<file path="config.mk">
export PLATFORM = sky130hd
export DESIGN_NAME = sercfg_regs
export DESIGN_NICKNAME = d
export VERILOG_FILES = /design/src/sercfg_pkg.sv /design/src/sercfg_reset_pulse.sv /design/src/sercfg_regs.sv
export VERILOG_INCLUDE_DIRS = /design/src
export SDC_FILE = /design/constraint.sdc
export NUM_CORES = 1
export LEC_CHECK = 0
export ABC_AREA = 1
export BUFFER_PORTS_ARGS = -buffer_cell sky130_fd_sc_hd__buf_2
export CAP_MARGIN = 0
export CORE_ASPECT_RATIO = 2
export CORE_MARGIN = 1.5
export CORE_UTILIZATION = 55
export CTS_BUF_LIST = sky130_fd_sc_hd__clkbuf_4 sky130_fd_sc_hd__clkbuf_8 sky130_fd_sc_hd__clkbuf_16
export CTS_CLUSTER_SIZE = 30
export DETAILED_ROUTE_END_ITERATION = 12
export PLACE_DENSITY = 0.9
export SLEW_MARGIN = 10
export SYNTH_ARGS = -nofsm -noshare
export SYNTH_HDL_FRONTEND = slang
export SYNTH_SLANG_ARGS = --single-unit
</file>
<file path="constraint.sdc">
create_clock -name clk_in -period 1.8 [get_ports clk_in]
set_input_delay 0.09 -clock clk_in [delete_from_list [all_inputs] [get_ports clk_in]]
set_output_delay 0.09 -clock clk_in [all_outputs]
set_load 0.01 [all_outputs]
</file>
<file path="src/sercfg_defs.svh">
/*
 * Offsets, field positions, reset values and timing counts of the serializer control register bank.
 * Assumes inclusion by bare name from the package and the design files.
 */
`ifndef SERCFG_DEFS_SVH
`define SERCFG_DEFS_SVH

`define OFS_BUS_ADDRESS 8'h00
`define OFS_POWER_RESET 8'h01
`define RST_BUS_ADDRESS 8'hB0
`define RST_POWER_RESET 8'h30
`define BIT_ADDR_SOURCE 0
`define BIT_DRIVE_SELECT 6
`define BIT_IO_AUTODETECT 5
`define BIT_IO_LEVEL 4
`define BIT_ANALOG_PWDN 3
`define BIT_LOGIC_RESET 1
`define BIT_FULL_RESET 0
`define RSV_POWER_RESET_MASK 8'h84
`define WR_POWER_RESET_MASK 8'h7B
`define RESET_PULSE_CYCLES 4

`endif

</file>
<file path="src/sercfg_pkg.sv">
/*
 * Types shared by the serializer control register bank.
 * Assumes sercfg_defs.svh is on the include path.
 */
`default_nettype none
`include "sercfg_defs.svh"

package sercfg_pkg;
	typedef logic [7:0] reg_byte_t;
	typedef logic [6:0] bus_addr_t;
	typedef enum logic
	{
		SRC_LOCAL,
		SRC_REMOTE
	} access_source_t;
endpackage

`default_nettype wire

</file>
<file path="src/sercfg_reset_pulse.sv">
/*
 * Stretches a one-cycle reset request into a pulse of a fixed number of cycles.
 * Assumes a synchronous active-high reset and a clock enable on the same clock.
 */
`timescale 1ns/10ps
`default_nettype none
`include "sercfg_defs.svh"

module sercfg_reset_pulse #(
	parameter int CYCLES = `RESET_PULSE_CYCLES
) (
	input wire logic clk_in,
	input wire logic srst_in,
	input wire logic ce_in,
	input wire logic start_in,
	output logic busy_out
);
	logic [7:0] count_q;
	logic [7:0] count_d;

	always_comb
	begin
		count_d = count_q;
		if (start_in)
			count_d = 8'(CYCLES);
		else if (count_q != 8'h00)
			count_d = count_q - 8'h01;
	end

	always_ff @(posedge clk_in)
	begin
		if (srst_in)
			count_q <= 8'h00;
		else if (ce_in)
			count_q <= count_d;
	end

	assign busy_out = (count_q != 8'h00);
endmodule

`default_nettype wire

</file>
<file path="src/sercfg_regs.sv">
/*
 * Serializer control register bank: own bus address, address source, drive strength,
 * I/O voltage control, analog power-down and two self-clearing digital resets.
 * Assumes byte-wide register accesses decoded by an upstream local bus controller or
 * the link back channel, each presented as a one-cycle strobe on clk_in.
 */
//
// Behaviour
// - Registers are read and written from local control port and remote channel.
// - Address register bits 7:1 hold own 7-bit address, default 0x58 (byte 0xB0).
// - Address bit 0 low uses strap pins; high uses programmed address.
// - Power register bit 6 selects high drive when 1, low drive when 0.
// - Power register bit 5 enables automatic I/O voltage detection when 1.
// - Power register bit 3 powers analog block down when 1, up when 0.
// - Analog power-down bit changes only on local writes; remote writes change it only through a full reset.
// - Power bit 1 resets logic keeping registers, then clears itself.
// - Power bit 0 resets all logic and registers to defaults, then clears itself; the bank resets its registers but holds logic_reset_out low.
//
`timescale 1ns/10ps
`default_nettype none
`include "sercfg_defs.svh"

module sercfg_regs
	import sercfg_pkg::*;
(
	input wire logic clk_in,
	input wire logic srst_in,
	input wire logic ce_in,
	input wire logic wr_in,
	input wire logic rd_in,
	input wire sercfg_pkg::access_source_t src_in,
	input wire logic [7:0] addr_in,
	input wire sercfg_pkg::reg_byte_t wdata_in,
	input wire sercfg_pkg::bus_addr_t address_strap_pins_in,
	output sercfg_pkg::reg_byte_t rdata_out,
	output logic rvalid_out,
	output sercfg_pkg::bus_addr_t own_bus_address_out,
	output logic output_drive_select_out,
	output logic io_voltage_autodetect_out,
	output logic io_voltage_level_out,
	output logic analog_powerdown_out,
	output logic logic_reset_out
);
	import sercfg_pkg::*;

	// ****************************************
	// Strap synchroniser and register state
	// ****************************************
	bus_addr_t strap_meta_q;
	bus_addr_t strap_sync_q;
	reg_byte_t addr_reg_q;
	reg_byte_t addr_reg_d;
	reg_byte_t pwr_reg_q;
	reg_byte_t pwr_reg_d;
	reg_byte_t rdata_q;
	reg_byte_t rdata_d;
	logic rvalid_q;
	logic rvalid_d;
	bus_addr_t own_addr_q;
	bus_addr_t own_addr_d;
	logic full_req;
	logic logic_req;
	logic full_busy;
	logic logic_busy;
	logic lrst_q;
	logic bank_rst;

	function automatic logic hit(input logic [7:0] a, input logic [7:0] ofs);
		hit = (a == ofs);
	endfunction

	always_ff @(posedge clk_in)
	begin
		if (srst_in)
		begin
			strap_meta_q <= 7'h00;
			strap_sync_q <= 7'h00;
		end
		else if (ce_in)
		begin
			strap_meta_q <= address_strap_pins_in;
			strap_sync_q <= strap_meta_q;
		end
	end

	// ****************************************
	// Self-clearing reset pulses
	// ****************************************
	assign full_req = ce_in && wr_in && hit(addr_in, `OFS_POWER_RESET) && wdata_in[`BIT_FULL_RESET];
	assign logic_req = ce_in && wr_in && hit(addr_in, `OFS_POWER_RESET) && wdata_in[`BIT_LOGIC_RESET];
	assign bank_rst = srst_in || full_req || full_busy;

	sercfg_reset_pulse #(
		.CYCLES(`RESET_PULSE_CYCLES)
	) u_full_pulse (
		.clk_in(clk_in),
		.srst_in(srst_in),
		.ce_in(ce_in),
		.start_in(full_req),
		.busy_out(full_busy)
	);

	sercfg_reset_pulse #(
		.CYCLES(`RESET_PULSE_CYCLES)
	) u_logic_pulse (
		.clk_in(clk_in),
		.srst_in(srst_in),
		.ce_in(ce_in),
		.start_in(logic_req),
		.busy_out(logic_busy)
	);

	// ****************************************
	// Register writes and reads
	// ****************************************
	always_comb
	begin
		addr_reg_d = addr_reg_q;
		pwr_reg_d = pwr_reg_q;
		rdata_d = rdata_q;
		rvalid_d = 1'b0;
		if (wr_in && hit(addr_in, `OFS_BUS_ADDRESS))
			addr_reg_d = wdata_in;
		if (wr_in && hit(addr_in, `OFS_POWER_RESET))
		begin
			pwr_reg_d = (pwr_reg_q & ~`WR_POWER_RESET_MASK) | (wdata_in & `WR_POWER_RESET_MASK);
			pwr_reg_d = (pwr_reg_d & ~`RSV_POWER_RESET_MASK) | (`RST_POWER_RESET & `RSV_POWER_RESET_MASK);
			if (src_in != SRC_LOCAL)
				pwr_reg_d[`BIT_ANALOG_PWDN] = pwr_reg_q[`BIT_ANALOG_PWDN];
			pwr_reg_d[`BIT_LOGIC_RESET] = 1'b0;
			pwr_reg_d[`BIT_FULL_RESET] = 1'b0;
		end
		if (rd_in)
		begin
			rvalid_d = 1'b1;
			if (hit(addr_in, `OFS_BUS_ADDRESS))
				rdata_d = addr_reg_q;
			else if (hit(addr_in, `OFS_POWER_RESET))
				rdata_d = pwr_reg_q;
			else
				rdata_d = 8'h00;
		end
		if (addr_reg_q[`BIT_ADDR_SOURCE])
			own_addr_d = addr_reg_q[7:1];
		else
			own_addr_d = strap_sync_q;
	end

	always_ff @(posedge clk_in)
	begin
		if (bank_rst)
		begin
			addr_reg_q <= `RST_BUS_ADDRESS;
			pwr_reg_q <= `RST_POWER_RESET;
			rdata_q <= 8'h00;
			rvalid_q <= 1'b0;
			own_addr_q <= 7'h00;
			lrst_q <= 1'b0;
		end
		else if (ce_in)
		begin
			addr_reg_q <= addr_reg_d;
			pwr_reg_q <= pwr_reg_d;
			rdata_q <= rdata_d;
			rvalid_q <= rvalid_d;
			own_addr_q <= own_addr_d;
			lrst_q <= logic_busy;
		end
	end

	assign rdata_out = rdata_q;
	assign rvalid_out = rvalid_q;
	assign own_bus_address_out = own_addr_q;
	assign output_drive_select_out = pwr_reg_q[`BIT_DRIVE_SELECT];
	assign io_voltage_autodetect_out = pwr_reg_q[`BIT_IO_AUTODETECT];
	assign io_voltage_level_out = pwr_reg_q[`BIT_IO_LEVEL];
	assign analog_powerdown_out = pwr_reg_q[`BIT_ANALOG_PWDN];
	assign logic_reset_out = lrst_q;

	// ****************************************
	// Checks
	// ****************************************
	property p_addr_default;
		@(posedge clk_in) $fell(srst_in) |-> addr_reg_q == 8'hB0;
	endproperty
	a_addr_default: assert property (p_addr_default) else $error("Address register not at default.");

	property p_strap_select;
		@(posedge clk_in) disable iff (bank_rst)
		ce_in && $past(ce_in) && !addr_reg_q[0] && $stable(addr_reg_q) && !$past(bank_rst)
		|=> own_bus_address_out == $past(strap_sync_q);
	endproperty
	a_strap_select: assert property (p_strap_select) else $error("Strap address not used.");

	property p_prog_select;
		@(posedge clk_in) disable iff (bank_rst)
		ce_in && addr_reg_q[0] |=> own_bus_address_out == $past(addr_reg_q[7:1]);
	endproperty
	a_prog_select: assert property (p_prog_select) else $error("Programmed address not used.");

	property p_drive_write;
		@(posedge clk_in) disable iff (bank_rst || full_req)
		ce_in && wr_in && addr_in == 8'h01 |=> output_drive_select_out == $past(wdata_in[6]);
	endproperty
	a_drive_write: assert property (p_drive_write) else $error("Drive select not written.");

	property p_auto_write;
		@(posedge clk_in) disable iff (bank_rst || full_req)
		ce_in && wr_in && addr_in == 8'h01 |=> io_voltage_autodetect_out == $past(wdata_in[5]);
	endproperty
	a_auto_write: assert property (p_auto_write) else $error("Autodetect bit not written.");

	property p_level_write;
		@(posedge clk_in) disable iff (bank_rst || full_req)
		ce_in && wr_in && addr_in == 8'h01 |=> io_voltage_level_out == $past(wdata_in[4]);
	endproperty
	a_level_write: assert property (p_level_write) else $error("Voltage level not written.");

	property p_local_pwdn;
		@(posedge clk_in) disable iff (bank_rst || full_req)
		ce_in && wr_in && addr_in == 8'h01 && src_in == SRC_LOCAL |=> analog_powerdown_out == $past(wdata_in[3]);
	endproperty
	a_local_pwdn: assert property (p_local_pwdn) else $error("Local power-down write lost.");

	property p_remote_pwdn;
		@(posedge clk_in) disable iff (bank_rst || full_req)
		ce_in && wr_in && src_in == SRC_REMOTE |=> $stable(analog_powerdown_out);
	endproperty
	a_remote_pwdn: assert property (p_remote_pwdn) else $error("Remote write changed power-down.");

	property p_logic_reset;
		@(posedge clk_in) disable iff (bank_rst || !ce_in)
		logic_req ##1 (ce_in && !wr_in) |=> logic_reset_out && $stable(addr_reg_q);
	endproperty
	a_logic_reset: assert property (p_logic_reset) else $error("Logic reset not raised.");

	property p_full_reset;
		@(posedge clk_in) disable iff (srst_in)
		full_req |=> addr_reg_q == 8'hB0 && pwr_reg_q == 8'h30;
	endproperty
	a_full_reset: assert property (p_full_reset) else $error("Full reset left registers.");

	property p_reset_bits_zero;
		@(posedge clk_in) disable iff (srst_in)
		pwr_reg_q[1:0] == 2'b00 && pwr_reg_q[7] == 1'b0 && pwr_reg_q[2] == 1'b0;
	endproperty
	a_reset_bits_zero: assert property (p_reset_bits_zero) else $error("Reserved or reset bit not default.");
endmodule

`default_nettype wire

</file>
==> impl_metrics.toml <==
[run_status]
outcome = "complete, no violations"

[sta]
tightest_slew_ps = 459
min_period_ps = 1540
period_share_pct = 85.6
worst_clock_skew_ps = 9.13
grt_setup_unrepaired = "no"
setup_viol = 0
final.setup.tns_ps = 0
hold_viol_final = 0
slew_violations = 0
relSlewSlack_pct = 69.3
fmax_ghz = 0.649

[logic_synthesis]
synthCells = 364
syn-num-nets = 397
synth-seq-cells = 59
yosysSeqAreaShare_pct = 43.5
synth_top_area_share_pct = 43.5
synthTopCellsByArea = "dfxtp_1 44%, nand2_1 11%, nor2_1 6.2%"
yosysMostFrequentCell = "nand2_1"
syn_area_sq_mm = 0.00272
synth_ff_type = "dfxtp_1"
yosys.area.top_type = "dfxtp_1"
synth_cell_types = 29
async_reset_ff_share_pct = 0
synth_edf_count = 0
yosysWarnings = 0
synth.top_cells.by_count = "81 x nand2_1, 59 x dfxtp_1, 45 x nor2_1, 34 x inv_1, 25 x o21ai_0"
synth.avg_cell_area_sq_um = 7.46

[critical_path]
required_ps = 2030
crit_end = "u_logic_pulse.count_q[2]"
r2r_setup_slack_ps = 260
cp-end-kind = "flop"
slowest_stage = "dfxtp_1"
reg2regPathDepth = 10
crit_fanout = 10
cpMostUsedCell = "nand2_1"
startpoint = "u_logic_pulse.count_q[0]"
slowest_delay_ps = 330
worstSetupStartpointType = "flop"
crit_chain = "inv_1, ha_1, inv_1, nor3_1, nand2_1, nand2_2, nor2_1, nand2_1, nand2_1, a21oi_1"
arrival_ps = 1770
worstReg2RegEnd = "u_logic_pulse.count_q[2]"
worstSetupPathType = "flop to flop"
reg2reg_from = "u_logic_pulse.count_q[0]"

[clock_tree]
cts_resized = 0
cts.path.max_buffers = 2
cts_root_buf = "clkbuf_8"
hold_buffers = 9
cts_buffers = 9
postCtsSetupBuffers = 0
cts_tree = "yes"
clk_latency_ps = 340
cts_sinks = 59
path_clk_slew_ps = 70
htree_levels = 3

[flow_run]
maxCapViolations = 0

[pwr]
power_density_mw_per_mm2 = 1470
total_power_mw = 4.91
p_leak_nw = 1.49
peakVddDrop_uv = 1150

[floorplan]
fp-row-count = 36
ios = 50
fp.coreArea_sq_mm = 0.00482
die_w_um = 52.7
die_area_sq_mm = 0.00539
die_y_um = 102
start_util_pct = 56.3

[global_routing]
grt_use_total_pct = 24.9
grt_antenna_before_repair = 0
grt_first_pass_wirelength_mm = 9.94
grt_max_degree = 29
grt_pass1_vias = 2322
grt.overflow.total = 0

[finish]
nNetsFinal = 459
final_layout_size_suffix_gt1_share_pct = 24.1
area_growth_pct = 23.1
diodes = 0

[route]
drc_errors = 0
dr.pass1.iters = 4
via_count = 2499
drt_wl_total_mm = 5.86
wl_per_cell_um = 12.0
drtIter0Drc = 75
viasPerCell = 5.12
antenna_left = 0

[place]
port_buffers = 49
globalplace.congestion = 0.902
hpwl_mm = 4.34

[min_path]
hold_path_class = "primary input to flop"
[worst min-delay path by stage]
| stage | from | to | depth (start not counted) |
|---|---|---|---|
| detailed placement | address_strap_pins_in[1] | strap_meta_q[1] | 3 |
| floorplan | srst_in | u_full_pulse.count_q[0] | 1 |
| global route | wdata_in[2] | addr_reg_q[2] | 3 |
| finish | wdata_in[2] | addr_reg_q[2] | 3 |
| global placement | address_strap_pins_in[4] | strap_meta_q[4] | 3 |
| CTS | src_in | pwr_reg_q[3] | 4 |
[critical path: cells and delay by family (launching register included)]
family	cells	cell delay, ps
simple gates	6	690
fa+ha+maj	1	200
compound gates	1	60
flops	1	330
buf+inv	2	140
[where the power goes]
group | switching [mW] | leakage [nW] | total (mW) | internal, mW
registers | 0.149 | 0.482 | 1.68 | 1.53
logic | 1.12 | 0.880 | 1.76 | 0.641
clock network | 0.507 | 0.127 | 1.48 | 0.968
total | 1.77 | 1.49 | 4.91 | 3.14
[state kept, by name, summed over array words and instances (netlist names)]
name / flops
strap_sync_q: 7
rdata_out: 8
addr_reg_q: 8
own_bus_address_out: 7
rvalid_out: 1
strap_meta_q: 7
u_full_pulse.count_q: 8
logic_reset_out: 1
u_logic_pulse.count_q: 8
pwr_reg_q: 4
[metal layers]
layer  vias up  track usage (%)  wire [um]
li1       1311                -          -
met5         -                0          0
met1      1118             25.6       2130
met4         0             13.0        184
met3        16             6.58        246
met2        54             44.1       3300
[cell usage in the layout, fill, tap and decap left out]
cell           instances
a211oi_1               4
a21oi_1               24
a21oi_2               18
and3_1                 1
buf_2                 49
buf_4                  6
bufinv_16              3
clkbuf_4               1
clkbuf_8              10
clkinv_1               1
clkinv_2               3
dfxtp_1               59
dlygate4sd3_1          9
ha_1                   4
inv_1                 34
nand2_1               81
nand2_2                5
nand2_4                2
nand3_1               23
nand3_4                2
nand4_1                5
nor2_1                45
nor2_2                 3
nor2_8                 1
nor3_1                 3
nor3b_1                1
o211ai_1               4
o21a_1                 1
o21ai_0               25
or2_2                  1
xnor2_1                2
xor2_1                 1
[per-stage QoR]
step | instances | cell area (sq um) | hold WS [ps] | setup slack (ps) | util [%]
floorplan | 364 | 2720 | 159 | 482 | -
global placement | 463 | 3010 | 315 | 359 | 62.4
detailed placement | 463 | 3010 | 321 | 269 | 62.4
CTS | 488 | 3340 | 20.1 | 261 | 69.4
global route | 488 | 3340 | 45.2 | 66.5 | 69.4
finish | 488 | 3340 | 28.4 | 260 | 69.4
[cell families after synthesis]
logic type	share of synthesized area [%]
AND/OR/NAND/NOR	28.8
AO/OA/AOI/OAI	17.3
flip-flops	43.5
buffers and inverters	7.56
adder cells (fa/ha/maj)	1.84
XOR/XNOR	0.968
[area by class of cell]
type | count | area [sq um]
multi-input combinational | 256 | 1330
clock buffer | 11 | 145
timing repair buffer | 64 | 380
fill | 394 | 1480
clock inverter | 5 | 100
tap | 57 | 71.3
inverter | 36 | 136
sequential | 59 | 1180
No activity file was read; power rests on OpenSTA's default activity.
